File: config.mk
export PLATFORM = sky130hd
export DESIGN_NAME = qpic_ctrl
export DESIGN_NICKNAME = d
export VERILOG_FILES = /design/src/qpic_pkg.sv /design/src/qpic_enc_if.sv /design/src/qpic_sync.sv /design/src/qpic_decode.sv /design/src/qpic_ctrl.sv
export SDC_FILE = /design/constraint.sdc
export NUM_CORES = 1
export LEC_CHECK = 0
export BUFFER_PORTS_ARGS = -buffer_cell sky130_fd_sc_hd__buf_2
export CAP_MARGIN = 20
export CELL_PAD_IN_SITES_DETAIL_PLACEMENT = 0
export CELL_PAD_IN_SITES_GLOBAL_PLACEMENT = 1
export CORE_ASPECT_RATIO = 1.5
export CORE_UTILIZATION = 40
export CTS_CLUSTER_DIAMETER = 50
export DETAILED_ROUTE_END_ITERATION = 16
export PLACE_DENSITY_LB_ADDON = 0.1
export SLEW_MARGIN = 15
export SYNTH_ARGS = -nofsm -noshare
export SYNTH_HDL_FRONTEND = slang
export SYNTH_SLANG_ARGS = --single-unit
File: constraint.sdc
create_clock -name pclk -period 6.4 [get_ports pclk]
set_clock_uncertainty 0.05 [all_clocks]
set_input_delay 1.6 -clock pclk [delete_from_list [all_inputs] [get_ports pclk]]
set_output_delay 1.6 -clock pclk [all_outputs]
set_load 0.1 [all_outputs]
File: src/qpic_pkg.sv
// Constants shared by the position init control block.
// Assumes a 32-bit APB with word-aligned registers.
package qpic_pkg;
  localparam int ADDR_W = 8;
  localparam int REG_W = 16;
  localparam logic [ADDR_W-1:0] OFF_CTRL = 8'h00;
  localparam logic [ADDR_W-1:0] OFF_CFG = 8'h04;
  localparam logic [ADDR_W-1:0] OFF_INIT = 8'h08;
  localparam logic [ADDR_W-1:0] OFF_GEC = 8'h0C;
  localparam logic [ADDR_W-1:0] OFF_POS = 8'h10;
  localparam logic [ADDR_W-1:0] OFF_STAT = 8'h14;
  localparam int B_EN = 15;
  localparam int B_IDLE = 13;
  localparam int B_MODE_LO = 10;
  localparam int B_IMV_B = 9;
  localparam int B_IMV_A = 8;
  localparam int B_CNTPOL = 3;
  localparam int B_SWAP = 0;
  localparam int B_APOL = 1;
  localparam int B_BPOL = 2;
  localparam logic [REG_W-1:0] CTRL_WMASK = 16'hBF7F;
  localparam logic [REG_W-1:0] CTRL_RST = 16'h0000;
  localparam logic [2:0] CFG_RST = 3'h0;
  localparam logic [2:0] PM_NONE = 3'h0;
  localparam logic [2:0] PM_EVERY = 3'h1;
  localparam logic [2:0] PM_NEXT = 3'h2;
  localparam logic [2:0] PM_FIRST = 3'h3;
  localparam logic [2:0] PM_SECOND = 3'h4;
  localparam logic [2:0] PM_GE = 3'h5;
  localparam logic [2:0] PM_MOD = 3'h6;
  localparam logic [1:0] CCM_QUAD = 2'h0;
  localparam logic [1:0] CCM_EXT = 2'h1;
  localparam int SIG_A = 0;
  localparam int SIG_B = 1;
  localparam int SIG_IDX = 2;
  localparam int SIG_HOME = 3;
  localparam int NSIG = 4;
endpackage

File: src/qpic_enc_if.sv
// Synchronised encoder levels and their one-cycle-old copies.
// Driven by the synchroniser, read by decoder and control.
`timescale 1ns/10ps
`default_nettype none
interface qpic_enc_if;
  logic [qpic_pkg::NSIG-1:0] lvl;
  logic [qpic_pkg::NSIG-1:0] prv;
  modport src (output lvl, output prv);
  modport dst (input lvl, input prv);
endinterface
`default_nettype wire

File: src/qpic_sync.sv
// Two-flop synchroniser plus a history stage for edge detection.
// Assumes raw encoder pins may change at any time.
`timescale 1ns/10ps
`default_nettype none
module qpic_sync
  import qpic_pkg::*;
(
  input wire logic pclk,
  input wire logic presetn,
  input wire logic pce,
  input wire logic [qpic_pkg::NSIG-1:0] raw,
  qpic_enc_if.src enc
);
  logic [NSIG-1:0] s1_r, s2_r, s3_r;
  logic [NSIG-1:0] s1_nxt, s2_nxt, s3_nxt;

  always_comb
  begin
    s1_nxt = pce ? raw : s1_r;
    s2_nxt = pce ? s1_r : s2_r;
    s3_nxt = pce ? s2_r : s3_r;
  end

  always_ff @(posedge pclk or negedge presetn)
  begin
    if (!presetn)
    begin
      s1_r <= '0;
      s2_r <= '0;
      s3_r <= '0;
    end
    else
    begin
      s1_r <= s1_nxt;
      s2_r <= s2_nxt;
      s3_r <= s3_nxt;
    end
  end

  assign enc.lvl = s2_r;
  assign enc.prv = s3_r;
endmodule // qpic_sync
`default_nettype wire

File: src/qpic_decode.sv
// Swap/polarity correction and count step decoding.
// Pure logic: history comes from the synchroniser.
`timescale 1ns/10ps
`default_nettype none
module qpic_decode
  import qpic_pkg::*;
(
  qpic_enc_if.dst enc,
  input wire logic swap,
  input wire logic a_pol,
  input wire logic b_pol,
  input wire logic [1:0] ccm,
  output logic eff_a,
  output logic eff_b,
  output logic step_up,
  output logic step_dn
);
  logic pa, pb, chg;

  always_comb
  begin
    eff_a = (swap ? enc.lvl[SIG_B] : enc.lvl[SIG_A]) ^ a_pol;
    eff_b = (swap ? enc.lvl[SIG_A] : enc.lvl[SIG_B]) ^ b_pol;
    pa = (swap ? enc.prv[SIG_B] : enc.prv[SIG_A]) ^ a_pol;
    pb = (swap ? enc.prv[SIG_A] : enc.prv[SIG_B]) ^ b_pol;
    // Exactly one phase moved: a double change is a lost step
    chg = (eff_a ^ pa) ^ (eff_b ^ pb);
    step_up = 1'b0;
    step_dn = 1'b0;
    if (ccm == CCM_QUAD)
    begin
      step_up = chg & (eff_a ^ pb);
      step_dn = chg & ~(eff_a ^ pb);
    end
    else if (ccm == CCM_EXT)
    begin
      step_up = eff_a & ~pa & eff_b;
      step_dn = eff_a & ~pa & ~eff_b;
    end
  end
endmodule // qpic_decode
`default_nettype wire

File: src/qpic_ctrl.sv
// Position counter with index/home initialisation, APB registers.
// Assumes APB3 master, encoder pins asynchronous, idle_mode level.
`timescale 1ns/10ps
`default_nettype none
module qpic_ctrl
  import qpic_pkg::*;
#(
  parameter int POS_W = 32
)
(
  input wire logic pclk,
  input wire logic presetn,
  input wire logic pce,
  input wire logic psel,
  input wire logic penable,
  input wire logic pwrite,
  input wire logic [qpic_pkg::ADDR_W-1:0] paddr,
  input wire logic [31:0] pwdata,
  output logic [31:0] prdata,
  output logic pready,
  output logic pslverr,
  input wire logic phase_a_input,
  input wire logic phase_b_input,
  input wire logic index_input,
  input wire logic home_input,
  input wire logic idle_mode
);
  typedef enum logic [1:0] {HS_WAIT, HS_HOMED, HS_ONE} qpic_home_t;

  function automatic logic known(input logic [ADDR_W-1:0] a);
    known = (a == OFF_CTRL) || (a == OFF_CFG) || (a == OFF_INIT) ||
            (a == OFF_GEC) || (a == OFF_POS) || (a == OFF_STAT);
  endfunction

  qpic_enc_if enc ();
  logic eff_a, eff_b, step_up, step_dn;
  logic [REG_W-1:0] ctrl_r, ctrl_nxt;
  logic [2:0] cfg_r, cfg_nxt;
  logic [POS_W-1:0] init_r, init_nxt, gec_r, gec_nxt, pos_r, pos_nxt;
  logic [31:0] prdata_r, prdata_nxt;
  qpic_home_t hs_r, hs_nxt;
  logic wr, wr_pos, run, upd, timer, match, idx_rise, home_rise, idx_evt;
  logic [2:0] mode;
  logic [1:0] ccm;

  qpic_sync u_sync (
    .pclk(pclk),
    .presetn(presetn),
    .pce(pce),
    .raw({home_input, index_input, phase_b_input, phase_a_input}),
    .enc(enc)
  );

  qpic_decode u_dec (
    .enc(enc),
    .swap(cfg_r[B_SWAP]),
    .a_pol(cfg_r[B_APOL]),
    .b_pol(cfg_r[B_BPOL]),
    .ccm(ccm),
    .eff_a(eff_a),
    .eff_b(eff_b),
    .step_up(step_up),
    .step_dn(step_dn)
  );

  always_comb
  begin
    mode = ctrl_r[B_MODE_LO +: 3];
    ccm = ctrl_r[1:0];
    timer = ccm[1];
    run = ctrl_r[B_EN] & ~(ctrl_r[B_IDLE] & idle_mode);
    upd = pce & run;
    match = (eff_a == ctrl_r[B_IMV_A]) && (eff_b == ctrl_r[B_IMV_B]);
    idx_rise = enc.lvl[SIG_IDX] & ~enc.prv[SIG_IDX];
    home_rise = enc.lvl[SIG_HOME] & ~enc.prv[SIG_HOME];
    // Phase match only qualifies the index in quadrature mode
    idx_evt = idx_rise & ((ccm != CCM_QUAD) | match);
  end

  // Zero-wait slave; a frozen clock enable stretches the access
  assign pready = pce;
  assign pslverr = psel & penable & ~known(paddr);
  assign prdata = prdata_r;
  assign wr = psel & penable & pwrite & pce;
  assign wr_pos = wr & (paddr == OFF_POS);

  always_comb
  begin
    ctrl_nxt = ctrl_r;
    cfg_nxt = cfg_r;
    init_nxt = init_r;
    gec_nxt = gec_r;
    if (wr)
    begin
      case (paddr)
        OFF_CTRL: ctrl_nxt = pwdata[REG_W-1:0] & CTRL_WMASK;
        OFF_CFG: cfg_nxt = pwdata[2:0];
        OFF_INIT: init_nxt = pwdata[POS_W-1:0];
        OFF_GEC: gec_nxt = pwdata[POS_W-1:0];
        default: ;
      endcase
    end
  end

  always_comb
  begin
    prdata_nxt = prdata_r;
    if (psel && pce)
    begin
      case (paddr)
        OFF_CTRL: prdata_nxt = {16'h0000, ctrl_r};
        OFF_CFG: prdata_nxt = {29'h0, cfg_r};
        OFF_INIT: prdata_nxt = 32'(init_r);
        OFF_GEC: prdata_nxt = 32'(gec_r);
        OFF_POS: prdata_nxt = 32'(pos_r);
        OFF_STAT: prdata_nxt = {25'h0, run, 2'(hs_r), enc.lvl};
        default: prdata_nxt = 32'h0000_0000;
      endcase
    end
  end

  // Home tracking for the home-qualified index modes
  always_comb
  begin
    hs_nxt = hs_r;
    if (upd && !timer)
    begin
      if (mode != PM_FIRST && mode != PM_SECOND)
        hs_nxt = HS_WAIT;
      else
      begin
        case (hs_r)
          HS_WAIT: if (home_rise) hs_nxt = HS_HOMED;
          HS_HOMED:
            if (idx_evt)
              hs_nxt = (mode == PM_SECOND) ? HS_ONE : HS_WAIT;
          HS_ONE: if (idx_evt) hs_nxt = HS_WAIT;
          default: hs_nxt = HS_WAIT;
        endcase
      end
    end
  end

  always_comb
  begin
    pos_nxt = pos_r;
    if (wr_pos)
      pos_nxt = pwdata[POS_W-1:0];
    else if (upd && timer)
      // Init modes do not apply to timers
      pos_nxt = ctrl_r[B_CNTPOL] ? pos_r - 1'b1 : pos_r + 1'b1;
    else if (upd)
    begin
      if (step_up)
        pos_nxt = pos_r + 1'b1;
      else if (step_dn)
        pos_nxt = pos_r - 1'b1;
      case (mode)
        PM_NONE: ;
        PM_EVERY: if (idx_evt) pos_nxt = '0;
        PM_NEXT: if (idx_evt) pos_nxt = init_r;
        PM_FIRST: if (idx_evt && hs_r == HS_HOMED) pos_nxt = init_r;
        PM_SECOND: if (idx_evt && hs_r == HS_ONE) pos_nxt = init_r;
        PM_GE: if (pos_r == gec_r) pos_nxt = '0;
        PM_MOD:
        begin
          // Wraps between the init value and the compare value
          if (step_up && pos_r == gec_r)
            pos_nxt = init_r;
          else if (step_dn && pos_r == init_r)
            pos_nxt = gec_r;
        end
        default: ;
      endcase
    end
  end

  always_ff @(posedge pclk or negedge presetn)
  begin
    if (!presetn)
    begin
      ctrl_r <= CTRL_RST;
      cfg_r <= CFG_RST;
      init_r <= '0;
      gec_r <= '0;
      pos_r <= '0;
      hs_r <= HS_WAIT;
      prdata_r <= '0;
    end
    else
    begin
      ctrl_r <= ctrl_nxt;
      cfg_r <= cfg_nxt;
      init_r <= init_nxt;
      gec_r <= gec_nxt;
      pos_r <= pos_nxt;
      hs_r <= hs_nxt;
      prdata_r <= prdata_nxt;
    end
  end
endmodule // qpic_ctrl
`default_nettype wire

== Yosys cells after proc, flatten, opt, wreduce, memory -nomap -nowiden ==
Index checks and enable logic that the tools add are counted.
Storage, ports and cells
  input bits: 51
  register bits: 159
  logic and storage cells: 121
Operators by class
  reduce and logical (&&, ||, !) cells: 25
  multiplexer cells: 29
  add/sub/neg operators: 2
  bitwise gates (word level): 32
  equality and inequality tests: 23
Operator list (count)
  $mux 32: 13
  $pmux 32 s6: 2
  $eq 32x32->1: 2
  $add 32x1->32 const B: 1
  $sub 32x1->32 const B: 1
  $and 1x1->1: 16
  $eq 8x4->1 const B: 2
  $eq 8x5->1 const B: 2
  $ne 3x3->1 const B: 4
  $mux 2: 5
  $eq 3x3->1 const B: 3
  $logic_and 1x1->1: 9
  $eq 8x3->1 const B: 1
  $logic_not 8->1: 1
  $mux 1: 8
  $reduce_and 2->1: 4
  $xor 1x1->1: 8
  $not 1->1: 7
  $eq 3x2->1 const B: 2
  $pmux 2 s3: 1
  $logic_or 1x1->1: 5
  $eq 2x1->1 const B: 2
  $logic_not 2->1: 2
  $reduce_and 4->1: 1
  8 further kinds: 9

== Depth between registers and ports, before layout ==
  depth after elaboration: 15
  depth in mapped cells: 14
  gate-level depth less buffers: 11

== Cells and area by module ==
A second synthesis with hierarchy kept.
Unflattened totals
  cell total of the unflattened synthesis: 1222
  area, all modules: 11006.8 um2
Modules (own cells, without submodules)
  qpic_ctrl: seq. area each 3678.5 um2, instances 1, area each 10327.4 um2, cells each 1174
  qpic_sync: seq. area each 300.3 um2, instances 1, area each 484.2 um2, cells each 25
  qpic_decode: seq. area each 0.0 um2, instances 1, area each 195.2 um2, cells each 23

== Least setup slack after synthesis ==
Ideal clock, no wire load.
  path type: input to output
  start: input paddr[1] (netlist name)
  end: output pslverr
  cell stages on the path: 4
  data arrival time: 3122 ps
  data required time: 4750 ps
  path slack: 1628 ps
  buffers on the path: 0
  path through: nor3_1 -> nand2_1 -> a21oi_1 -> nor2_1
Between the ends
  cells in the longest elaborated chain, start to end: 8
  elaborated cells between the ends (all ways): 13
  those cells by class: eq/ne (5); bitwise (2); reduce/logical (6)
Ends and longest elaborated chain
  start: declaration: line qpic_ctrl.sv:17  | input wire logic [qpic_pkg::ADDR_W-1:0] paddr,
  $eq 8x3->1 or $logic_not 8->1 (tied branches): line qpic_ctrl.sv:31  | known = (a == OFF_CTRL) || (a == OFF_CFG) || (a == OFF_INIT) ||
  $logic_or 1x1->1 (3 in a row): line qpic_ctrl.sv:31
  $logic_or 1x1->1: line qpic_ctrl.sv:32  | (a == OFF_GEC) || (a == OFF_POS) || (a == OFF_STAT);
  $logic_or 1x1->1 (*): line qpic_ctrl.sv:32
  $not 1->1 (*): line qpic_ctrl.sv:82  | assign pslverr = psel & penable & ~known(paddr);
  $and 1x1->1 (*): line qpic_ctrl.sv:82
  end: declaration: line qpic_ctrl.sv:21  | output logic pslverr,
Every way passes the cells marked *; elsewhere a longest branch is shown, timed or not.

== Final worst setup path ==
  start: register cfg_r[0]
  end: register pos_r[18]
Between the ends
  cells in the longest elaborated chain, start to end: 15
  elaborated cells between the ends (all ways): 46
  those cells by class: eq/ne (2); mux (21); bitwise (18); reduce/logical (5)
Ends and longest elaborated chain
  start: declaration: line qpic_ctrl.sv:38  | logic [2:0] cfg_r, cfg_nxt;
  start signal: assignment: line qpic_ctrl.sv:193  | cfg_r <= cfg_nxt;
  $mux 1: line qpic_decode.sv:24  | pa = (swap ? enc.prv[SIG_B] : enc.prv[SIG_A]) ^ a_pol;
  $xor 1x1->1: line qpic_decode.sv:24
  $not 1->1: line qpic_decode.sv:37, qpic_decode.sv:38
  $and 1x1->1: line qpic_decode.sv:37, qpic_decode.sv:38
  $and 1x1->1: line qpic_decode.sv:38  | step_dn = eff_a & ~pa & ~eff_b;
  $mux 1: line qpic_decode.sv:35  | else if (ccm == CCM_EXT)
  $mux 1: line qpic_decode.sv:30  | if (ccm == CCM_QUAD)
  $mux 32: line qpic_ctrl.sv:156  | else if (step_dn)
  $mux 32: line qpic_ctrl.sv:154  | if (step_up)
  $mux 32: line qpic_ctrl.sv:170  | else if (step_dn && pos_r == init_r)
  $mux 32: line qpic_ctrl.sv:168  | if (step_up && pos_r == gec_r)
  $pmux 32 s6 (*): line qpic_ctrl.sv:158  | case (mode)
  $mux 32 (*): line qpic_ctrl.sv:152  | else if (upd)
  $mux 32 (*): line qpic_ctrl.sv:149  | else if (upd && timer)
  $mux 32 (*): line qpic_ctrl.sv:147  | if (wr_pos)
  end signal: assignment: line qpic_ctrl.sv:196  | pos_r <= pos_nxt;
  end: declaration: line qpic_ctrl.sv:39  | logic [POS_W-1:0] init_r, init_nxt, gec_r, gec_nxt, pos_r, pos_nxt;
Every way passes the cells marked *; elsewhere a longest branch is shown, timed or not. The select of a mux whose other input is x is not followed.
A chain may end at the register's enable or synchronous reset.

==> impl_metrics.json <==
{
  "dieHeight_um": 206,
  "required_ns": 6.74,
  "htree_levels": 4,
  "critPathLaunchType": "flop",
  "place.port_buffers": 84,
  "r2r-end": "pos_r[18]$_DFFE_PN0P_",
  "ys_top_cells_by_count": "dfrtp_1 (159), nand2_1 (112), mux2_2 (91)",
  "cpMaxStageDelayCell": "a21o_1",
  "netlist_area_um2": 11100,
  "postSynthAreaPerCell_um2": 9.29,
  "synth_area_leaders": "dfrtp_1 (36%), mux2_2 (9.2%), xor2_1 (6.4%)",
  "timing.fmax_mhz": 219,
  "post-place-ws_ns": 1.72,
  "cts_resized": 0,
  "min_from": "prdata[4]$_DFFE_PN0P_",
  "routed_wl_mm": 42.1,
  "drt_pass1_iterations": 7,
  "synth_edf_count": 0,
  "slew_violations": 0,
  "worst_hold_slack_ns": 0.420,
  "drive_above_1_share_pct": 21.9,
  "overflow": 0,
  "grt_pass1_vias": 10100,
  "leakagePower_nw": 5.42,
  "max_stage_delay_ns": 0.91,
  "synth.most_common_cell": "dfrtp_1",
  "status": "completed",
  "synth_largest_area_cell": "dfrtp_1",
  "initial_utilization_pct": 40.8,
  "finalSetupViolations": 0,
  "die-area_um2": 28500,
  "min_path_type": "reg2reg",
  "grt_usage_pct": 30.3,
  "synth.distinct_cells": 85,
  "syn-instance-count": 1196,
  "cap_viol_max_count": 0,
  "reg2regPathDepth": 11,
  "pin_count": 85,
  "grtUsageMet1_pct": 34.0,
  "path_max_fanout": 21,
  "final_area_um2": 12300,
  "hpwl_mm": 29.2,
  "setup_ws_ns": 1.84,
  "antenna_cells": 0,
  "initialDrtViolationCount": 977,
  "maxSlewHeadroom_pct": 24.1,
  "viasPerCell": 6.47,
  "drc": 0,
  "clock_latency_ns": 0.47,
  "gp_congestion": 0.912,
  "yosysSeqAreaShare_pct": 35.8,
  "route.detailed.wl_per_inst_um": 27.0,
  "cts-root-buf": "clkbuf_16",
  "synth-seq-cells": 159,
  "cts_sinks": 159,
  "postCtsHoldBufs": 0,
  "tns_ns": 0,
  "synth_top_area_share_pct": 35.8,
  "critPathCaptureType": "flop",
  "power.total_mw": 2.59,
  "hold_viol_final": 0,
  "clock_path_buffers": 2,
  "cts_tree": "yes",
  "hold_end": "prdata[4]$_DFFE_PN0P_",
  "grt_max_degree": 83,
  "grt.met3_usage_pct": 5.93,
  "dr_total_vias": 10100,
  "r2r-start": "cfg_r[0]$_DFFE_PN0P_",
  "cp_data_arrival_time_ns": 4.90,
  "clkTransAtPathRegs_ns": 0.06,
  "antenna_found_initial": 0,
  "holdPathStages": 1,
  "fin_crit_ns": 4.56,
  "tightest_slew_ns": 1.13,
  "grt-busiest-layer": "met2",
  "numCtsBuffers": 17,
  "path_cells": "mux2i_4 -> xnor2_1 -> ha_1 -> mux4_2 -> a32oi_4 -> a211oi_4 -> a21o_1 -> and2_1 -> a22o_1 -> a311oi_1 -> o21ai_1",
  "grt_pass1_wl_mm": 64.1,
  "finalCritPeriodShare_pct": 71.3,
  "crit_family": "compound AO/OA/AOI/OAI gates",
  "rsz0062_at_grt": "no",
  "place_area_um2": 11600,
  "rrSetupSlack_ns": 1.84,
  "syn-num-nets": 1250,
  "powerDensity_nw_per_um2": 210,
  "rows": 74,
  "post_cts_buffers": 0,
  "peakVddDrop_mv": 0.195,
  "synth-main-ff-cell": "dfrtp_1",
  "grt_use_met2_pct": 53.2,
  "worstSetupPathType": "reg2reg",
  "design.core.area_um2": 27200,
  "die_w_um": 138,
  "ant_nets": 0,
  "synth-warning-count": 0,
  "cp_num_buf_inv": 0,
  "nets": 1258,
  "syn_to_final_growth_pct": 11.0,
  "async_reset_ff_share_pct": 100
}
[per-layer routing]
metal  wire length (um)  vias up  part of all wire [%]
li1                   -     4501                     -
met3               2640      124                   6.3
met1              15800     4987                    38
met4               2330        0                   5.5
met5                  0        -                     0
met2              21300      476                    51
[power breakdown]
group          internal (mW)  switching, mW  total (mW)
clock                  0.781          0.453        1.23
sequential              1.03         0.0525        1.08
combinational          0.106          0.166       0.272
total                   1.92          0.671        2.59
[how the worst max path moves through the flow]
stage / slack (ns) / depth (start not counted) / to / startpoint
floorplan: 1.63 / 4 / pslverr / paddr[1]
finish: 1.84 / 11 / pos_r[18]$_DFFE_PN0P_ / cfg_r[0]$_DFFE_PN0P_
detailed placement: 1.72 / 9 / pos_r[29]$_DFFE_PN0P_ / idle_mode
CTS: 1.89 / 11 / pos_r[18]$_DFFE_PN0P_ / cfg_r[0]$_DFFE_PN0P_
global route: 1.55 / 11 / pos_r[18]$_DFFE_PN0P_ / cfg_r[0]$_DFFE_PN0P_
global placement: 1.73 / 9 / pos_r[29]$_DFFE_PN0P_ / idle_mode
[worst reg2reg max path, delay by kind of cell (launching register included)]
family	cells	cell delay (ns)
DFF	1	0.61
muxes	2	0.86
xor gates and xnor gates	1	0.16
and+or+nand+nor	1	0.29
adders and majority gates	1	0.31
AOI/OAI and AO/OA	6	2.23
[placed cells by master (no fill, tap or decap), drive strengths merged, types with 7 or more instances in the layout]
| cell | instances |
|---|---|
| nand4 | 9 |
| nor3 | 27 |
| a21boi | 11 |
| nor4 | 30 |
| and3 | 20 |
| xnor2 | 27 |
| a221oi | 29 |
| o21ai | 76 |
| o22ai | 16 |
| a21o | 14 |
| a32oi | 8 |
| inv | 15 |
| mux2i | 15 |
| a22oi | 22 |
| mux2 | 92 |
| a222oi | 46 |
| a21oi | 45 |
| buf | 107 |
| and2 | 15 |
| or3 | 7 |
| dfrtp | 159 |
| nor2 | 72 |
| nand2 | 114 |
| bufinv | 7 |
| a31oi | 7 |
| nor2b | 9 |
| clkbuf | 18 |
| xor2 | 82 |
| nand3 | 32 |
[logic make-up after synthesis]
group	Yosys count	share of synthesized area, %
AND/OR/NAND/NOR	354	16.1
AO/OA/AOI/OAI	326	21.8
flip-flops	159	35.8
buffers and inverters	133	5.37
XOR/XNOR	112	9.27
multiplexers	109	11.2
adder cells (fa/ha/maj)	3	0.338
[registers in the layout, summed over array words and instances (netlist names)]
name / cells
prdata: 32
gec_r: 32
u_sync.enc.prv: 4
u_sync.s1_r: 4
cfg_r: 3
pos_r: 32
init_r: 32
u_sync.enc.lvl: 4
ctrl_r: 14
hs_r: 2
[through the flow]
| step | cells | utilization (%) |
|---|---|---|
| 6_report | 1559 | 45.3 |
| 5_1_grt | 1559 | 45.3 |
| 4_1_cts | 1559 | 45.3 |
| 3_5_place_dp | 1527 | 42.7 |
| 3_3_place_gp | 1526 | 42.7 |
| 2_1_floorplan | 1196 | - |
[layout make-up]
| type | instances | area (um2) |
|---|---|---|
| tap | 342 | 428 |
| clock inverter | 14 | 263 |
| clock buffer | 18 | 439 |
| timing repair buffer | 107 | 619 |
| inverter | 15 | 56.3 |
| fill | 2709 | 14900 |
| sequential | 159 | 3980 |
| multi-input combinational | 904 | 6550 |
(Power assumes the default switching activity.)
